$ cat src/logic/crv_defs.svh
// constants for the configuration port, readback stream and register map
`ifndef CRV_DEFS_SVH
`define CRV_DEFS_SVH
// ==========================================
// packet header fields
`define CRV_HDR_TYPE_T1 3'h1
`define CRV_HDR_TYPE_T2 3'h2
`define CRV_OP_READ 2'h1
`define CRV_OP_WRITE 2'h2
// ==========================================
// configuration register addresses
`define CRV_REG_FAR 14'h0001
`define CRV_REG_RDBK_PORT 14'h0003
`define CRV_REG_CMD 14'h0004
`define CRV_REG_OPTIONS 14'h0009
// ==========================================
// command codes
`define CRV_CMD_RDBK 32'h0000_0004
`define CRV_CMD_START 32'h0000_0005
`define CRV_CMD_CRC_CLEAR 32'h0000_0007
// ==========================================
// options, frame address and sequencing
`define CRV_OPT_SHUTDOWN_BIT 15
`define CRV_FAR_BRAM_BIT 25
`define CRV_FAR_COL_LSB 17
`define CRV_SEQ_CLOCKS 4'h8
`define CRV_BRAM_FRAMES 16'h0041
`define CRV_LAST_BYTE 2'h3
// ==========================================
// axi4-lite byte offsets and responses
`define CRV_OFF_CTRL 8'h00
`define CRV_OFF_STATUS 8'h04
`define CRV_OFF_PATTERN 8'h08
`define CRV_OFF_FAR 8'h0C
`define CRV_OFF_OPTIONS 8'h10
`define CRV_OFF_WORDS 8'h14
`define CRV_RESP_OKAY 2'h0
`define CRV_RESP_SLVERR 2'h2
`endif

$ cat src/logic/crv_pkg.sv
// types shared by the configuration readback block
package crv_pkg;
    // ==========================================
    // packet parser states
    typedef enum logic [0:0] {
        CRV_P_HDR = 1'b0,  // waiting for a header word
        CRV_P_DATA = 1'b1  // consuming packet data words
    } crv_parse_t;
endpackage

$ cat src/logic/crv_top.sv
// configuration port, readback stream, start-up sequencer and axi4-lite status
//
// The AXI4-Lite interface to the registers and the register addresses were left to the implementer.
`timescale 1ns/1ps
`include "crv_defs.svh"

module crv_top #(
    parameter int FRAME_WORDS = 11,  // readback data words per frame after the pad word, device dependent
    parameter bit EXTENDED = 1'b0    // reset value of the interleaved column mode
) (
    input wire logic aclk,
    input wire logic aresetn,
    input wire logic [7:0] s_axi_awaddr,
    input wire logic s_axi_awvalid,
    output logic s_axi_awready,
    input wire logic [31:0] s_axi_wdata,
    input wire logic [3:0] s_axi_wstrb,
    input wire logic s_axi_wvalid,
    output logic s_axi_wready,
    output logic [1:0] s_axi_bresp,
    output logic s_axi_bvalid,
    input wire logic s_axi_bready,
    input wire logic [7:0] s_axi_araddr,
    input wire logic s_axi_arvalid,
    output logic s_axi_arready,
    output logic [31:0] s_axi_rdata,
    output logic [1:0] s_axi_rresp,
    output logic s_axi_rvalid,
    input wire logic s_axi_rready,
    input wire logic cfg_select_n,
    input wire logic cfg_write_n,
    input wire logic [7:0] cfg_din,
    output logic [7:0] cfg_dout,
    output logic cfg_dout_oe_n,
    output logic user_logic_en,
    output logic io_en,
    output logic bram_cfg_owner
);
    // ==========================================
    // byte assembly on the configuration port
    logic [1:0] wr_bcnt_reg;       // byte position within the incoming word
    logic [23:0] wr_shift_reg;     // first three bytes, most significant first
    wire wr_byte = !cfg_select_n && !cfg_write_n;
    wire word_done = wr_byte && (wr_bcnt_reg == `CRV_LAST_BYTE);
    wire [31:0] word_in = {wr_shift_reg, cfg_din};
    // header fields of the word just completed
    wire [2:0] hdr_type = word_in[31:29];
    wire [1:0] hdr_op = word_in[28:27];
    wire [13:0] hdr_addr = word_in[26:13];
    wire [26:0] hdr_cnt1 = {16'h0000, word_in[10:0]};
    wire [26:0] hdr_cnt2 = word_in[26:0];

    // assemble bytes; a partial word is dropped only by reset
    always_ff @(posedge aclk) begin
        if (!aresetn) begin
            wr_bcnt_reg <= 2'h0;
            wr_shift_reg <= 24'h00_0000;
        end else if (wr_byte) begin
            wr_bcnt_reg <= wr_bcnt_reg + 2'h1;
            wr_shift_reg <= {wr_shift_reg[15:0], cfg_din};
        end
    end

    // ==========================================
    // packet parser and configuration registers
    crv_pkg::crv_parse_t state_reg;  // header or data phase
    logic [13:0] addr_reg;           // register addressed by last header
    logic [26:0] wcnt_reg;           // data words still to come
    logic [31:0] far_reg;            // frame address
    logic [31:0] opt_reg;            // options word
    logic [26:0] rd_words_reg;       // readback words still to drive
    logic rd_opt_reg;                // readback serves the options word
    logic [1:0] rd_bcnt_reg;         // byte position of outgoing word
    logic [15:0] frame_reg;          // frame index, zero is the pad frame
    logic [15:0] slot_reg;           // word in frame slot, zero is pad word
    logic [3:0] seq_cnt_reg;         // sequencer clocks remaining
    logic shutdown_reg;              // sequencer left the device shut down

    // a header that starts a read, and its length
    wire hdr_is_t1 = (hdr_type == `CRV_HDR_TYPE_T1);
    wire hdr_is_t2 = (hdr_type == `CRV_HDR_TYPE_T2);
    wire [26:0] hdr_cnt = hdr_is_t1 ? hdr_cnt1 : hdr_cnt2;
    wire [13:0] hdr_reg = hdr_is_t1 ? hdr_addr : addr_reg;
    wire hdr_ok = (state_reg == crv_pkg::CRV_P_HDR) && word_done && (hdr_is_t1 || hdr_is_t2);
    wire rd_start = hdr_ok && (hdr_op == `CRV_OP_READ) && (hdr_cnt != 27'h0);
    wire data_word = (state_reg == crv_pkg::CRV_P_DATA) && word_done;
    wire cmd_wr = data_word && (addr_reg == `CRV_REG_CMD);
    wire cmd_start = cmd_wr && (word_in == `CRV_CMD_START);
    // unknown words such as sync and filler words are simply ignored as headers

    // parser state; write packets consume their data words
    always_ff @(posedge aclk) begin
        if (!aresetn) begin
            state_reg <= crv_pkg::CRV_P_HDR;
            addr_reg <= 14'h0000;
            wcnt_reg <= 27'h0;
        end else if (hdr_ok) begin
            addr_reg <= hdr_reg;
            wcnt_reg <= hdr_cnt;
            if ((hdr_op == `CRV_OP_WRITE) && (hdr_cnt != 27'h0)) begin
                state_reg <= crv_pkg::CRV_P_DATA;
            end
        end else if (data_word) begin
            wcnt_reg <= wcnt_reg - 27'h1;
            if (wcnt_reg == 27'h1) begin
                state_reg <= crv_pkg::CRV_P_HDR;
            end
        end
    end

    // frame address and options registers
    always_ff @(posedge aclk) begin
        if (!aresetn) begin
            far_reg <= 32'h0000_0000;
            opt_reg <= 32'h0000_0000;
        end else if (data_word) begin
            if (addr_reg == `CRV_REG_FAR) begin
                far_reg <= word_in;
            end
            if (addr_reg == `CRV_REG_OPTIONS) begin
                opt_reg <= word_in;
            end
        end
    end

    // ==========================================
    // start-up / shut-down sequencer
    wire seq_busy = (seq_cnt_reg != 4'h0);
    wire seq_last = (seq_cnt_reg == 4'h1);

    // a start command runs the sequencer for eight clocks, then applies bit 15
    always_ff @(posedge aclk) begin
        if (!aresetn) begin
            seq_cnt_reg <= 4'h0;
            shutdown_reg <= 1'b0;
        end else begin
            if (cmd_start) begin
                seq_cnt_reg <= `CRV_SEQ_CLOCKS;
            end else if (seq_busy) begin
                seq_cnt_reg <= seq_cnt_reg - 4'h1;
            end
            if (seq_last) begin
                shutdown_reg <= opt_reg[`CRV_OPT_SHUTDOWN_BIT];
            end
        end
    end

    // ==========================================
    // readback stream
    wire rd_active = (rd_words_reg != 27'h0);
    wire rd_byte = !cfg_select_n && cfg_write_n && rd_active;
    wire rd_word_done = rd_byte && (rd_bcnt_reg == `CRV_LAST_BYTE);
    wire far_is_bram = far_reg[`CRV_FAR_BRAM_BIT];
    // pad frame, pad word, or a block ram frame beyond the column
    wire rd_pad = (frame_reg == 16'h0000) || (slot_reg == 16'h0000) ||
        (far_is_bram && (frame_reg > `CRV_BRAM_FRAMES));
    logic [31:0] pattern_reg;
    // no real configuration memory here: frame words are a seeded, position-tagged pattern
    wire [31:0] frame_word = rd_pad ? 32'h0000_0000 : (pattern_reg ^ {frame_reg, slot_reg});
    wire [31:0] rd_word = rd_opt_reg ? opt_reg : frame_word;
    wire [7:0] rd_byte_val = rd_word[{~rd_bcnt_reg, 3'b000} +: 8];
    wire slot_wrap = (slot_reg == 16'(FRAME_WORDS));

    // stream bookkeeping: words remaining, byte, slot and frame counters
    always_ff @(posedge aclk) begin
        if (!aresetn) begin
            rd_words_reg <= 27'h0;
            rd_opt_reg <= 1'b0;
            rd_bcnt_reg <= 2'h0;
            frame_reg <= 16'h0000;
            slot_reg <= 16'h0000;
        end else if (rd_start) begin
            rd_words_reg <= hdr_cnt;
            rd_opt_reg <= (hdr_reg == `CRV_REG_OPTIONS);
            rd_bcnt_reg <= 2'h0;
            frame_reg <= 16'h0000;
            slot_reg <= 16'h0000;
        end else if (rd_byte) begin
            rd_bcnt_reg <= rd_bcnt_reg + 2'h1;
            if (rd_word_done) begin
                rd_words_reg <= rd_words_reg - 27'h1;
                slot_reg <= slot_wrap ? 16'h0000 : slot_reg + 16'h0001;
                frame_reg <= slot_wrap ? frame_reg + 16'h0001 : frame_reg;
            end
        end
    end

    // pin drivers; the byte leaves one clock after the edge that asks for it
    always_ff @(posedge aclk) begin
        if (!aresetn) begin
            cfg_dout <= 8'h00;
            cfg_dout_oe_n <= 1'b1;
        end else begin
            cfg_dout <= rd_byte ? rd_byte_val : 8'h00;
            cfg_dout_oe_n <= !rd_byte;
        end
    end

    // user side enables and block ram ownership
    always_ff @(posedge aclk) begin
        if (!aresetn) begin
            user_logic_en <= 1'b1;
            io_en <= 1'b1;
            bram_cfg_owner <= 1'b0;
        end else begin
            user_logic_en <= seq_last ? !opt_reg[`CRV_OPT_SHUTDOWN_BIT] : !shutdown_reg;
            io_en <= seq_last ? !opt_reg[`CRV_OPT_SHUTDOWN_BIT] : !shutdown_reg;
            bram_cfg_owner <= rd_active && !rd_opt_reg && far_is_bram;
        end
    end

    // ==========================================
    // column placement
    logic ext_mode_reg;  // interleaved column numbering
    wire [7:0] col_addr = far_reg[`CRV_FAR_COL_LSB +: 8];
    wire col_right = col_addr[0];
    // extended parts: odd right of centre, even left, counting outward from one
    wire [7:0] col_pos = ext_mode_reg ? ((col_addr + 8'h01) >> 1) : 8'h00;

    // ==========================================
    // axi4-lite slave
    logic aw_full_reg;
    logic w_full_reg;
    logic [7:0] awaddr_reg;
    logic [31:0] wdata_reg;
    logic [3:0] wstrb_reg;
    logic [31:0] wmask;  // byte strobes widened to bits
    genvar gi;
    generate
        for (gi = 0; gi < 4; gi++) begin : g_mask
            assign wmask[gi*8 +: 8] = {8{wstrb_reg[gi]}};
        end
    endgenerate
    wire wr_commit = aw_full_reg && w_full_reg && !s_axi_bvalid;
    wire wr_ctrl = (awaddr_reg == `CRV_OFF_CTRL);
    wire wr_pat = (awaddr_reg == `CRV_OFF_PATTERN);
    wire [31:0] status_word = {16'h0000, col_pos, 3'b000, col_right, bram_cfg_owner,
        rd_active, seq_busy, shutdown_reg};
    wire ar_hit = (s_axi_araddr == `CRV_OFF_CTRL) || (s_axi_araddr == `CRV_OFF_STATUS) ||
        (s_axi_araddr == `CRV_OFF_PATTERN) || (s_axi_araddr == `CRV_OFF_FAR) ||
        (s_axi_araddr == `CRV_OFF_OPTIONS) || (s_axi_araddr == `CRV_OFF_WORDS);
    wire [31:0] rd_mux =
        (s_axi_araddr == `CRV_OFF_CTRL) ? {31'h0, ext_mode_reg} :
        (s_axi_araddr == `CRV_OFF_STATUS) ? status_word :
        (s_axi_araddr == `CRV_OFF_PATTERN) ? pattern_reg :
        (s_axi_araddr == `CRV_OFF_FAR) ? far_reg :
        (s_axi_araddr == `CRV_OFF_OPTIONS) ? opt_reg :
        (s_axi_araddr == `CRV_OFF_WORDS) ? {5'h00, rd_words_reg} : 32'h0000_0000;

    // write side: address and data taken in either order, answered once both are in
    always_ff @(posedge aclk) begin
        if (!aresetn) begin
            aw_full_reg <= 1'b0;
            w_full_reg <= 1'b0;
            awaddr_reg <= 8'h00;
            wdata_reg <= 32'h0000_0000;
            wstrb_reg <= 4'h0;
            s_axi_awready <= 1'b1;
            s_axi_wready <= 1'b1;
            s_axi_bvalid <= 1'b0;
            s_axi_bresp <= `CRV_RESP_OKAY;
        end else begin
            if (s_axi_awvalid && s_axi_awready) begin
                aw_full_reg <= 1'b1;
                awaddr_reg <= s_axi_awaddr;
                s_axi_awready <= 1'b0;
            end
            if (s_axi_wvalid && s_axi_wready) begin
                w_full_reg <= 1'b1;
                wdata_reg <= s_axi_wdata;
                wstrb_reg <= s_axi_wstrb;
                s_axi_wready <= 1'b0;
            end
            if (wr_commit) begin
                aw_full_reg <= 1'b0;
                w_full_reg <= 1'b0;
                s_axi_bvalid <= 1'b1;
                // read-only and unmapped offsets answer with an error
                s_axi_bresp <= (wr_ctrl || wr_pat) ? `CRV_RESP_OKAY : `CRV_RESP_SLVERR;
            end
            if (s_axi_bvalid && s_axi_bready) begin
                s_axi_bvalid <= 1'b0;
                s_axi_awready <= 1'b1;
                s_axi_wready <= 1'b1;
            end
        end
    end

    // software registers: column mode and readback pattern seed
    always_ff @(posedge aclk) begin
        if (!aresetn) begin
            ext_mode_reg <= EXTENDED;
            pattern_reg <= 32'h0000_0000;
        end else if (wr_commit) begin
            if (wr_ctrl && wstrb_reg[0]) begin
                ext_mode_reg <= wdata_reg[0];
            end
            if (wr_pat) begin
                pattern_reg <= (pattern_reg & ~wmask) | (wdata_reg & wmask);
            end
        end
    end

    // read side: one word per request, answered the cycle after it is taken
    always_ff @(posedge aclk) begin
        if (!aresetn) begin
            s_axi_arready <= 1'b1;
            s_axi_rvalid <= 1'b0;
            s_axi_rdata <= 32'h0000_0000;
            s_axi_rresp <= `CRV_RESP_OKAY;
        end else if (s_axi_arvalid && s_axi_arready) begin
            s_axi_arready <= 1'b0;
            s_axi_rvalid <= 1'b1;
            s_axi_rdata <= rd_mux;
            s_axi_rresp <= ar_hit ? `CRV_RESP_OKAY : `CRV_RESP_SLVERR;
        end else if (s_axi_rvalid && s_axi_rready) begin
            s_axi_rvalid <= 1'b0;
            s_axi_arready <= 1'b1;
        end
    end

    // ==========================================
    // assertions
    property p_bram_owner;
        @(posedge aclk) disable iff (!aresetn)
        $rose(bram_cfg_owner) |-> $past(rd_active) && $past(far_is_bram) && !$past(rd_opt_reg);
    endproperty
    a_bram_owner: assert property (p_bram_owner) else $error("block ram taken without readback");

    property p_shut_hold;
        @(posedge aclk) disable iff (!aresetn)
        shutdown_reg && !seq_last |=> !user_logic_en && !io_en && shutdown_reg;
    endproperty
    a_shut_hold: assert property (p_shut_hold) else $error("user logic woke without start-up");

    property p_seq_eight;
        @(posedge aclk) disable iff (!aresetn)
        cmd_start && !seq_busy |=> seq_busy [*8] ##1 !seq_busy;
    endproperty
    a_seq_eight: assert property (p_seq_eight) else $error("sequencer did not run eight clocks");

    property p_startup;
        @(posedge aclk) disable iff (!aresetn)
        seq_last && !opt_reg[`CRV_OPT_SHUTDOWN_BIT] |=> ##1 user_logic_en && io_en && !shutdown_reg;
    endproperty
    a_startup: assert property (p_startup) else $error("start-up did not re-enable user logic");

    property p_drive;
        @(posedge aclk) disable iff (!aresetn)
        rd_byte |=> !cfg_dout_oe_n ##0 (cfg_dout == $past(rd_byte_val));
    endproperty
    a_drive: assert property (p_drive) else $error("readback byte not driven");

    property p_count;
        @(posedge aclk) disable iff (!aresetn)
        rd_word_done && (rd_words_reg == 27'h1) && !rd_start |=> !rd_active ##1 cfg_dout_oe_n;
    endproperty
    a_count: assert property (p_count) else $error("readback ran past its word count");

    property p_pad;
        @(posedge aclk) disable iff (!aresetn)
        rd_byte && !rd_opt_reg && ((frame_reg == 16'h0000) || (slot_reg == 16'h0000)) |=> cfg_dout == 8'h00;
    endproperty
    a_pad: assert property (p_pad) else $error("pad position carried data");

    property p_bram_len;
        @(posedge aclk) disable iff (!aresetn)
        rd_byte && !rd_opt_reg && far_is_bram && (frame_reg > `CRV_BRAM_FRAMES) |=> cfg_dout == 8'h00;
    endproperty
    a_bram_len: assert property (p_bram_len) else $error("data beyond the column frames");
endmodule

$ cat config.mk
export PLATFORM = sky130hd
export DESIGN_NAME = crv_top
export DESIGN_NICKNAME = d
export VERILOG_FILES = /design/src/logic/crv_pkg.sv /design/src/logic/crv_top.sv
export VERILOG_INCLUDE_DIRS = /design/src /design/src/logic
export SDC_FILE = /design/constraint.sdc
export NUM_CORES = 1
export LEC_CHECK = 0
export ABC_AREA = 1
export BUFFER_PORTS_ARGS = -buffer_cell sky130_fd_sc_hd__buf_2
export CORE_MARGIN = 2
export CORE_UTILIZATION = 30
export CTS_BUF_LIST = sky130_fd_sc_hd__clkbuf_2
export DETAILED_ROUTE_END_ITERATION = 10
export GPL_TIMING_DRIVEN = 1
export HOLD_SLACK_MARGIN = 0.05
export SYNTH_ARGS = -nofsm -noshare
export SYNTH_HDL_FRONTEND = slang
export SYNTH_SLANG_ARGS = --single-unit
export TNS_END_PERCENT = 5
$ cat constraint.sdc
create_clock -name aclk -period 2 [get_ports aclk]
set_input_delay 0.2 -clock aclk [delete_from_list [all_inputs] [get_ports aclk]]
set_output_delay 0.2 -clock aclk [all_outputs]
set_load 0.005 [all_outputs]
* Word level (Yosys, flattened, before mapping)
Index checks and enable logic that the tools add are counted.
** Storage, ports and cells
- Bits in registers :: 330
- Output and inout port bits :: 53
- Word-level logic and storage cells :: 169
- Input bits :: 69
** Operators by class
- Add/subtract/negate cells :: 8
- Muxes and demuxes :: 30
- Shift operators :: 1
- Equal/unequal tests :: 21
- Reductions and logical operators :: 66
- $lt $le $gt $ge :: 1
- Bitwise logic cells :: 8
** Operators with widths (count)
- 32-bit 2-to-1 mux :: 7
- 27-bit 2-to-1 mux :: 7
- 32-bit AND :: 2
- 27-bit nonzero test :: 2
- 27-bit by 1-bit subtractor with 27-bit output, second input constant :: 2
- 16-bit by 1-bit adder with 16-bit output, second input constant :: 2
- 32-bit by 3-bit == test with 1-bit output, second input constant :: 1
- 16-bit zero test :: 2
- 32-bit NOT :: 1
- 32-bit OR :: 1
- 32-bit by 6-bit indexed part select with 8-bit output :: 1
- 32-bit bitwise XOR :: 1
- 14-bit by 4-bit == test with 1-bit output, second input constant :: 2
- 27-bit by 1-bit == test with 1-bit output, second input constant :: 1
- 8-bit by 4-bit == test with 1-bit output, second input constant :: 3
- 1-bit logical AND :: 24
- 16-bit by 4-bit == test with 1-bit output, second input constant :: 1
- 8-bit by 5-bit == test with 1-bit output, second input constant :: 2
- 16-bit by 7-bit > comparator with 1-bit output, second input constant :: 1
- 8-bit zero test :: 2
- 16-bit 2-to-1 mux :: 1
- 14-bit by 1-bit == test with 1-bit output, second input constant :: 1
- 14-bit by 3-bit == test with 1-bit output, second input constant :: 1
- 14-bit 2-to-1 mux :: 1
- 23 further kinds :: 66

* Longest topological paths before layout
Gate-level depths: netlist of run 1.
- Depth in word-level cells :: 9
- Gate-level depth with buffers :: 15
- Depth with buffers taken out :: 14

* Worst setup path after synthesis of run 1
No wires, ideal clock.
- Kind :: register to register
- Start :: reg rd_words_reg[0]
- End :: reg rd_words_reg[17]
- Slack :: 264 ps
- Cell stages (with the launch flop) :: 13
- Arrival time :: 1618 ps
- Clock period less this slack :: 1736 ps
- Library setup time :: 118 ps
- Buffers on the path :: 1
- Data required time :: 1882 ps
- Cells stage by stage :: dfxtp_1 -> inv_1 -> ha_1 -> nand2_2 -> nor2_4 -> nand4_2 -> nand2_4 -> inv_4 -> nand2_8 -> nand2_4 -> buf_4 -> nor2_1 -> nor3_2
** Between the ends
- Word-level cells in the longest chain between the ends :: 5
- Elaborated cells on any way between the ends :: 10
- Classes of those cells :: add/sub: 1; mux: 3; reduce/logical: 6
** RTL lines
- start: declaration :: RTL line crv_top.sv:71 : logic [26:0] rd_words_reg;
- start signal: assignment :: RTL line crv_top.sv:173 : rd_words_reg <= hdr_cnt;
- start signal: assignment :: RTL line crv_top.sv:181 : rd_words_reg <= rd_words_reg - 27'h1;
- parallel branches: the longest is 5 deep, another holds 27-bit by 1-bit subtractor with 27-bit output
Several ways; the timed one is not identified. The select of a mux whose other input is x is not followed.
A chain may end at the register's enable or synchronous reset.

* Worst setup path after layout of run 1
- Start :: reg rd_words_reg[1]
- End :: reg slot_reg[4]
** Between the ends
- Word-level cells in the longest chain between the ends :: 4
** RTL lines
- 27-bit nonzero test (*) :: RTL line crv_top.sv:150 : wire rd_active = (rd_words_reg != 27'h0);
- 1-bit logical AND (*) :: RTL line crv_top.sv:151 : wire rd_byte = !cfg_select_n && cfg_write_n && rd_active;
- 1-bit logical AND :: RTL line crv_top.sv:152 : wire rd_word_done = rd_byte && (rd_bcnt_reg == `CRV_LAST_BYTE);
- 2-bit AND reduction (no line) (*)
- end signal: assignment :: RTL line crv_top.sv:182 : slot_reg <= slot_wrap ? 16'h0000 : slot_reg + 16'h0001;
- end: declaration :: RTL line crv_top.sv:75 : logic [15:0] slot_reg;
Every way passes the cells marked *; elsewhere a longest branch is shown, timed or not.

==> summary.txt, run 1 <==
Final Hold Viols = 0
Hold Crit Class = input port to flop
Iteration-0 DRC Markers = 1541
Worst clock skew = 0.09245 ns
Number of global-route vias before repair = 17192
Seq pwr share = 51.2%
Port buffer count = 119
Pwr dens = 608.2 nW/um^2
Worst-path cell chain = inv_1 -> ha_1 -> nand2_2 -> nor2_4 -> nand4_4 -> nand2_4 -> nor2_4 -> buf_12 -> nand3_1 -> o21ai_0 -> nor2_1
# rows = 86
Largest net degree at the start of global routing = 115
WP depth = 11
Post-synthesis sequential area ratio = 39.08%
WL/cell = 17.13 um
Logic gate share of total power = 11.8%
Post-route setup TNS = 0 ns
Post-synth ARST share = 0%
Critical path endpoint category = flop
Max_cap viols = 0
Finished Layout Cells = 3677
H-tree depth = 3
# DRC = 0
DRT antenna net count = 0
R2r startpoint = rd_words_reg[1]
TritonCTS buffer count = 89
Initial antenna violation count = 2
VDD IR-drop max = 0.0002992 V
R2r worst-path depth = 11
Die area = 57910 sq um
Flops & latches, synth = 328
Met2 WL = 28590 um
Routed wl met3 = 3959 um
EDFF count, synth = 0
DRT Pass-1 Iters = 5
Highest Signal Layer = met4
Netlist cell types = 54
Share of cells above drive strength 1 = 17.25%
Tcrit/Tclk final = 98.73%
Reg clk slew, reported paths = 0.10 ns
Reg2reg end = slot_reg[4]
Dpl cells = 3346
Wire length on met1 = 27110 um
Critical path peak fanout = 9
Yosys Warn Count = 0
Tightest Pin Transition = 0.5305 ns
Synth Flop Type = dfxtp_1
Die H = 240.7 um
Outcome = finished clean
Die width = 240.7 um
Clock power share = 37.0%
CP startpoint kind = flop
Total GRT Usage = 21.65%
Mapped Cells = 2433
Clk sink count = 328
Starting Density = 30.44%
Clk Latency, worst-skew pair = 1.09 ns
RSZ-0062 raised after global routing = true
Congestion Overflow GR = 0
Clock period minus worst slack = 1.975 ns
CP endpoint = slot_reg[4]
CP bufs+invs = 2
Arrival @ worst endpoint = 2.90 ns
P_sw = 0.003973 W
Fmax = 506.4 MHz
Sw frac = 29.83%
Final WL = 62990 um
Synthesized area = 16800 sq um
Drt via density = 4.877
Flop-to-flop setup slack = 0.03 ns
Slew HR = 64.50%
Core Area = 55200 sq um
Via count = 17934
GP Congestion = 0.9856
Fin. max-slew vios = 0
Top Ports = 122
Critical Path Max Stage Delay = 0.36 ns
Top delay family on crit path = simple AND/OR/NAND/NOR gates
CTS root buf = clkbuf_2
Crit path launch = rd_words_reg[1]
Crit Path Class = flop to flop
Final setup vio count = 0
Int Pwr = 0.009348 W
Req. time, crit path = 2.93 ns
Mean Syn Cell Area = 6.906 sq um
Lkg Pwr = 9.426 nW
TritonCTS clock tree = built
# nets final = 2949
Dpl hpwl = 45340 um
Worst path slowest cell = dfxtp_2
Most common cell on crit path = nor2_4
Area Overhead vs Synth = 30.36%
Clk buf depth = 3
First-pass GRT wire length = 96230 um
-- cells in the final DEF, fill, tap and decap left out, types with 7 or more instances in the layout --
master / netlist / layout
o221ai_1: 17 / 17
nor3_2: 13 / 13
buf_4: 14 / 166
inv_1: 205 / 205
dfxtp_1: 328 / 326
nand4_1: 31 / 31
ha_1: 13 / 13
o211ai_1: 20 / 20
nor2_2: 8 / 10
inv_2: 10 / 10
o21ai_0: 188 / 181
buf_2: 31 / 118
xnor2_1: 11 / 11
o21ai_1: 19 / 26
o21a_1: 7 / 7
buf_12: 0 / 16
a21oi_1: 212 / 212
a31oi_1: 12 / 12
xor2_1: 73 / 73
nor2_1: 418 / 416
clkbuf_2: 1 / 127
dlygate4sd3_1: 0 / 176
clkinv_1: 2 / 20
a211oi_1: 74 / 74
nand2_1: 421 / 419
nand3_1: 126 / 125
nor3_1: 35 / 35
-- routing by layer --
metal | up-vias | global-route usage (%)
met5 | - | 0
met4 | 0 | 13.01
met3 | 175 | 3.912
met2 | 640 | 34.93
met1 | 8161 | 26.94
li1 | 8958 | -
-- cell usage after synthesis, types with 2 or more instances --
library cell,instances,area [sq um]
nor3_2,13,130.1
nand2_4,2,22.52
buf_2,31,155.2
clkbuf_1,85,319.1
nor2_8,2,40.04
nor4_1,3,18.77
nand2_1,421,1580
nor2_1,418,1569
nand2_2,5,31.28
inv_2,10,37.54
a31oi_1,12,75.07
inv_1,205,769.5
xor2_1,73,639.4
nor3b_1,2,15.01
or2_2,6,37.54
buf_6,2,22.52
o21a_1,7,52.55
ha_1,13,162.7
nor2_4,5,56.30
a211oi_1,74,555.5
o21ai_1,19,95.09
dfxtp_1,328,6566
clkinv_1,2,7.510
nor3_4,3,48.80
a21oi_1,212,1061
nor3_1,35,175.2
nor2_2,8,50.05
buf_4,14,105.1
nand3_1,126,630.6
xnor2_1,11,96.34
o31ai_1,3,22.52
o21bai_1,3,22.52
o211ai_1,20,150.1
a311oi_1,2,17.52
o221ai_1,17,148.9
or2_1,2,12.51
nand4_1,31,193.9
buf_1,3,11.26
and2_1,3,18.77
o21ai_0,188,940.9
-- cells by family (layout without fill, tap and decap cells) --
family,count (synthesis),in the layout,synth area share (%)
AOI/OAI and AO/OA,564,564,19.04
xor gates and xnor gates,84,84,4.379
adders and majority gates,13,13,0.9682
buffers and inverters,354,847,8.564
DFF,328,328,39.08
other,1,4,0.02232
and+or+nand+nor,1089,1089,27.94
-- what timing repair did --
action / CTS / global route
buffers inserted: 0 / 2
hold buffers: 179 / 0
resized for setup: 2 / 19
endpoints found under the hold margin: 328 / 0
pin swaps: 0 / 2
endpoints found under the setup margin: 3 / 83
-- how the worst min path moves through the flow --
| stage | endpoint | slack, ns | cells past startpoint | from |
|---|---|---|---|---|
| 6_report | wr_shift_reg[2] | 0.14 | 5 | cfg_din[2] |
| 5_1_grt | opt_reg[0] | 0.11 | 5 | cfg_din[0] |
| 4_1_cts | wr_shift_reg[2] | 0.05 | 5 | cfg_din[2] |
| 3_5_place_dp | aw_full_reg | 0.45 | 2 | aw_full_reg |
| 3_3_place_gp | aw_full_reg | 0.44 | 2 | aw_full_reg |
| 2_1_floorplan | wr_bcnt_reg[1] | 0.33 | 2 | cfg_select_n |
-- power by group through the flow --
stage / sequential (W) / combinational (W) / clock (W)
finish: 0.00682 / 0.00158 / 0.00493
global route: 0.00684 / 0.00172 / 0.00537
CTS: 0.00681 / 0.00153 / 0.00508
detailed placement: 0.00696 / 0.00125 / 0
global placement: 0.00696 / 0.00124 / 0
floorplan: 0.00693 / 0.000721 / 0
-- layout make-up --
cell class | count | area [sq um]
clock buffers | 127 | 635.6
clock inverters | 24 | 147.6
flip-flops and latches | 328 | 6569
fillers | 5761 | 33300
inverters | 218 | 825.8
repair buffers | 478 | 3945
diodes | 2 | 5.005
well taps | 748 | 935.9
multi-input cells | 1752 | 8838
-- worst reg2reg max path, stage by stage, from the launching register on --
cell and delay [ns]:
dfxtp_2 0.36, inv_1 0.07, ha_1 0.21, nand2_2 0.13
nor2_4 0.06, nand4_4 0.13, nand2_4 0.09, nor2_4 0.27
buf_12 0.17, nand3_1 0.11, o21ai_0 0.17, nor2_1 0.05
-- per-stage QoR --
step | total power, W | hold WS [ns] | cell area [sq um] | worst slack, ns | util (%)
CTS | 0.01343 | 0.05150 | 21870 | -0.001993 | 39.62
global placement | 0.008204 | 0.4436 | 19290 | 0.01434 | 34.95
finish | 0.01332 | 0.1422 | 21900 | 0.02541 | 39.68
floorplan | 0.007653 | 0.3337 | 16800 | 0.2642 | -
detailed placement | 0.008214 | 0.4497 | 19290 | -0.04193 | 34.95
global route | 0.01392 | 0.1085 | 21900 | -0.06804 | 39.68
Power figures use the tool's default switching activity.
==> run 2: changes to the inputs <==
--- a/config.mk
+++ b/config.mk
@@ -7,7 +7,7 @@
 export NUM_CORES = 1
 export LEC_CHECK = 0
 export ABC_AREA = 1
-export BUFFER_PORTS_ARGS = -buffer_cell sky130_fd_sc_hd__buf_2
+export BUFFER_PORTS_ARGS = -buffer_cell sky130_fd_sc_hd__buf_4
 export CORE_MARGIN = 2
 export CORE_UTILIZATION = 30
 export CTS_BUF_LIST = sky130_fd_sc_hd__clkbuf_2
==> summary.txt, run 2 (same netlist as run 1, synthesis figures left out) <==
Outcome = finished clean (unchanged)
# nets final = 2976 (was 2949)
Final WL = 64540 um (was 62990 um)
Share of cells above drive strength 1 = 19.92% (was 17.25%)
Via count = 18115 (was 17934)
Final Hold Viols = 0 (unchanged)
Max_cap viols = 0 (unchanged)
Final setup vio count = 0 (unchanged)
Hold Crit Class = input port to flop (unchanged)
Clk sink count = 328 (unchanged)
Arrival @ worst endpoint = 2.87 ns (was 2.90 ns)
Hold_sp = cfg_din[3] (was cfg_din[2])
DRT Pass-1 Iters = 7 (was 5)
Starting Density = 30.44% (unchanged)
Worst Hold Path Cells = 5 (unchanged)
Critical path peak fanout = 8 (was 9)
Core Area = 55200 sq um (unchanged)
Reg2reg end = slot_reg[2] (was slot_reg[4])
CP startpoint kind = flop (unchanged)
Fmax = 506.9 MHz (was 506.4 MHz)
Req. time, crit path = 2.90 ns (was 2.93 ns)
Final Cell Area = 22650 sq um (was 21900 sq um)
Critical Path Max Stage Delay = 0.35 ns (was 0.36 ns)
First-pass GRT wire length = 96950 um (was 96230 um)
Crit Path Class = flop to flop (unchanged)
Clk buf depth = 3 (unchanged)
Cell area after placement = 19680 sq um (was 19290 sq um)
Die H = 240.7 um (unchanged)
Lkg Pwr = 9.705 nW (was 9.426 nW)
VDD IR-drop max = 0.0003398 V (was 0.0002992 V)
Tightest Pin Transition = 0.6374 ns (was 0.5305 ns)
Top Ports = 122 (unchanged)
# DRC = 0 (unchanged)
Worst path slowest cell = dfxtp_1 (was dfxtp_2)
Iteration-0 DRC Markers = 1524 (was 1541)
Port buffer count = 119 (unchanged)
RSZ-0062 raised after global routing = true (unchanged)
Commonest non-fill, non-tap cell in the layout = nand2_1 (unchanged)
GP Congestion = 1.007 (was 0.9856)
Pwr dens = 582.5 nW/um^2 (was 608.2 nW/um^2)
Number of global-route vias before repair = 17109 (was 17192)
Area Overhead vs Synth = 34.83% (was 30.36%)
Clk Latency, worst-skew pair = 1.10 ns (was 1.09 ns)
CTS root buf = clkbuf_2 (unchanged)
Dpl hpwl = 46050 um (was 45340 um)
Worst clock skew = 0.1480 ns (was 0.09245 ns)
TritonCTS clock tree = built (unchanged)
R2r startpoint = rd_words_reg[10] (was rd_words_reg[1])
Worst-path cell chain = nor2_2 -> nand2_2 -> nor2_4 -> nand4_4 -> nand2_4 -> buf_6 -> inv_6 -> nand2_8 -> buf_12 -> nor2_8 -> nor2_8 -> nand2_2 -> a21oi_2 (was inv_1 -> ha_1 -> nand2_2 -> nor2_4 -> nand4_4 -> nand2_4 -> nor2_4 -> buf_12 -> nand3_1 -> o21ai_0 -> nor2_1)
Total GRT Usage = 21.82% (was 21.65%)
Reg clk slew, reported paths = 0.11 ns (was 0.10 ns)
Fin. max-slew vios = 0 (unchanged)
Flop-to-flop setup slack = 0.03 ns (about the same)
Die width = 240.7 um (unchanged)
Most frequent cells in the layout = 410 x nand2_1, 397 x nor2_1, 322 x dfxtp_1 (was 419 x nand2_1, 416 x nor2_1, 326 x dfxtp_1)
R2r worst-path depth = 13 (was 11)
# fillers = 5743 (was 5761)
Clock period minus worst slack = 1.973 ns (was 1.975 ns)
TritonCTS buffer count = 91 (was 89)
# rows = 86 (unchanged)
H-tree depth = 3 (unchanged)
Largest net degree at the start of global routing = 96 (was 115)
Congestion Overflow GR = 0 (unchanged)
Tcrit/Tclk final = 98.63% (was 98.73%)
WL/cell = 17.44 um (was 17.13 um)
Final hold slack = 0.1578 ns (was 0.1422 ns)
Drt via density = 4.895 (was 4.877)
Critical path endpoint category = flop (unchanged)
Die area = 57910 sq um (unchanged)
Slew HR = 57.35% (was 64.50%)
Post-route setup TNS = 0 ns (unchanged)
WHS Endpoint = wr_shift_reg[3] (was wr_shift_reg[2])
DRT antenna net count = 0 (unchanged)
Initial antenna violation count = 1 (was 2)
-- run 2: cell types whose count changed in the layout (fill, tap and decap cells not counted), moves of 5 or more --
cell,delta
buf_2,-118
clkbuf_2,-6
nand2_1,-9
buf_4,+145
o21ai_1,-5
nor2_4,+6
dlygate4sd3_1,-11
nand2_2,+6
nor2_1,-19
nor2_2,+14
-- run 2: critical path: cells and delay by family (launching register included) --
| kind | cells | cell delay (ns) |
|---|---|---|
| buffers and inverters | 3 | 0.28 |
| and+or+nand+nor | 9 | 1.03 |
| AOI/OAI and AO/OA | 1 | 0.10 |
| DFF | 1 | 0.35 |
-- run 2: layout make-up --
type	instances	area (sq um)	area share, %
Antenna cell	1	2.502	0.01105
Clock buffer	121	605.6	2.673
Clock inverter	30	161.4	0.7125
Inverter	218	838.3	3.701
Multi-Input combinational cell	1753	9065	40.02
Sequential cell	328	6574	29.02
Tap cell	748	935.9	4.131
Timing Repair Buffer	502	4471	19.73
-- run 2: worst max path at each step --
stage                                start  slack [ns]          endpoint
final                     rd_words_reg[10]        0.03       slot_reg[2]
after global routing       rd_words_reg[1]       -0.07       slot_reg[2]
after CTS                   wr_bcnt_reg[0]       -0.01  rd_words_reg[23]
after detailed placement   rd_words_reg[1]       -0.48      frame_reg[5]
after global placement     rd_words_reg[1]       -0.42      frame_reg[5]
after floorplan            rd_words_reg[0]        0.26  rd_words_reg[17]
-- run 2: metal layers --
layer  part of all wire (%)  global-route usage, %
met1                     44                  28.00
met2                     46                  35.71
met3                    6.5                  4.060
met4                    3.9                  9.505
met5                      0                      0
-- run 2: metrics by stage --
stage	std cells	power, W	utilization (%)	worst slack [ns]
after global routing	3701	0.01386	41.04	-0.07121
after CTS	3684	0.01329	40.25	-0.01235
after detailed placement	3361	0.008257	35.64	-0.4826
after global placement	3361	0.008249	35.64	-0.4240
final	3701	0.01319	41.04	0.02732
after floorplan	2434	0.007653	-	0.2642
-- run 2: report_power, final --
| group | leakage [nW] | switching (W) | internal (W) |
|---|---|---|---|
| combinational | 6.47 | 0.000872 | 0.000720 |
| sequential | 2.66 | 0.000112 | 0.00670 |
| clock | 0.578 | 0.00301 | 0.00178 |
| total | 9.71 | 0.00399 | 0.00920 |
-- run 2: repair_timing --
item | in CTS | in global routing
endpoints found under the hold margin | 318 | 3
hold buffers | 168 | 1
setup buffers | 3 | 13
gates cloned | 1 | 4
resized for setup | 10 | 84
endpoints found under the setup margin | 55 | 106
pin swaps | 3 | 24
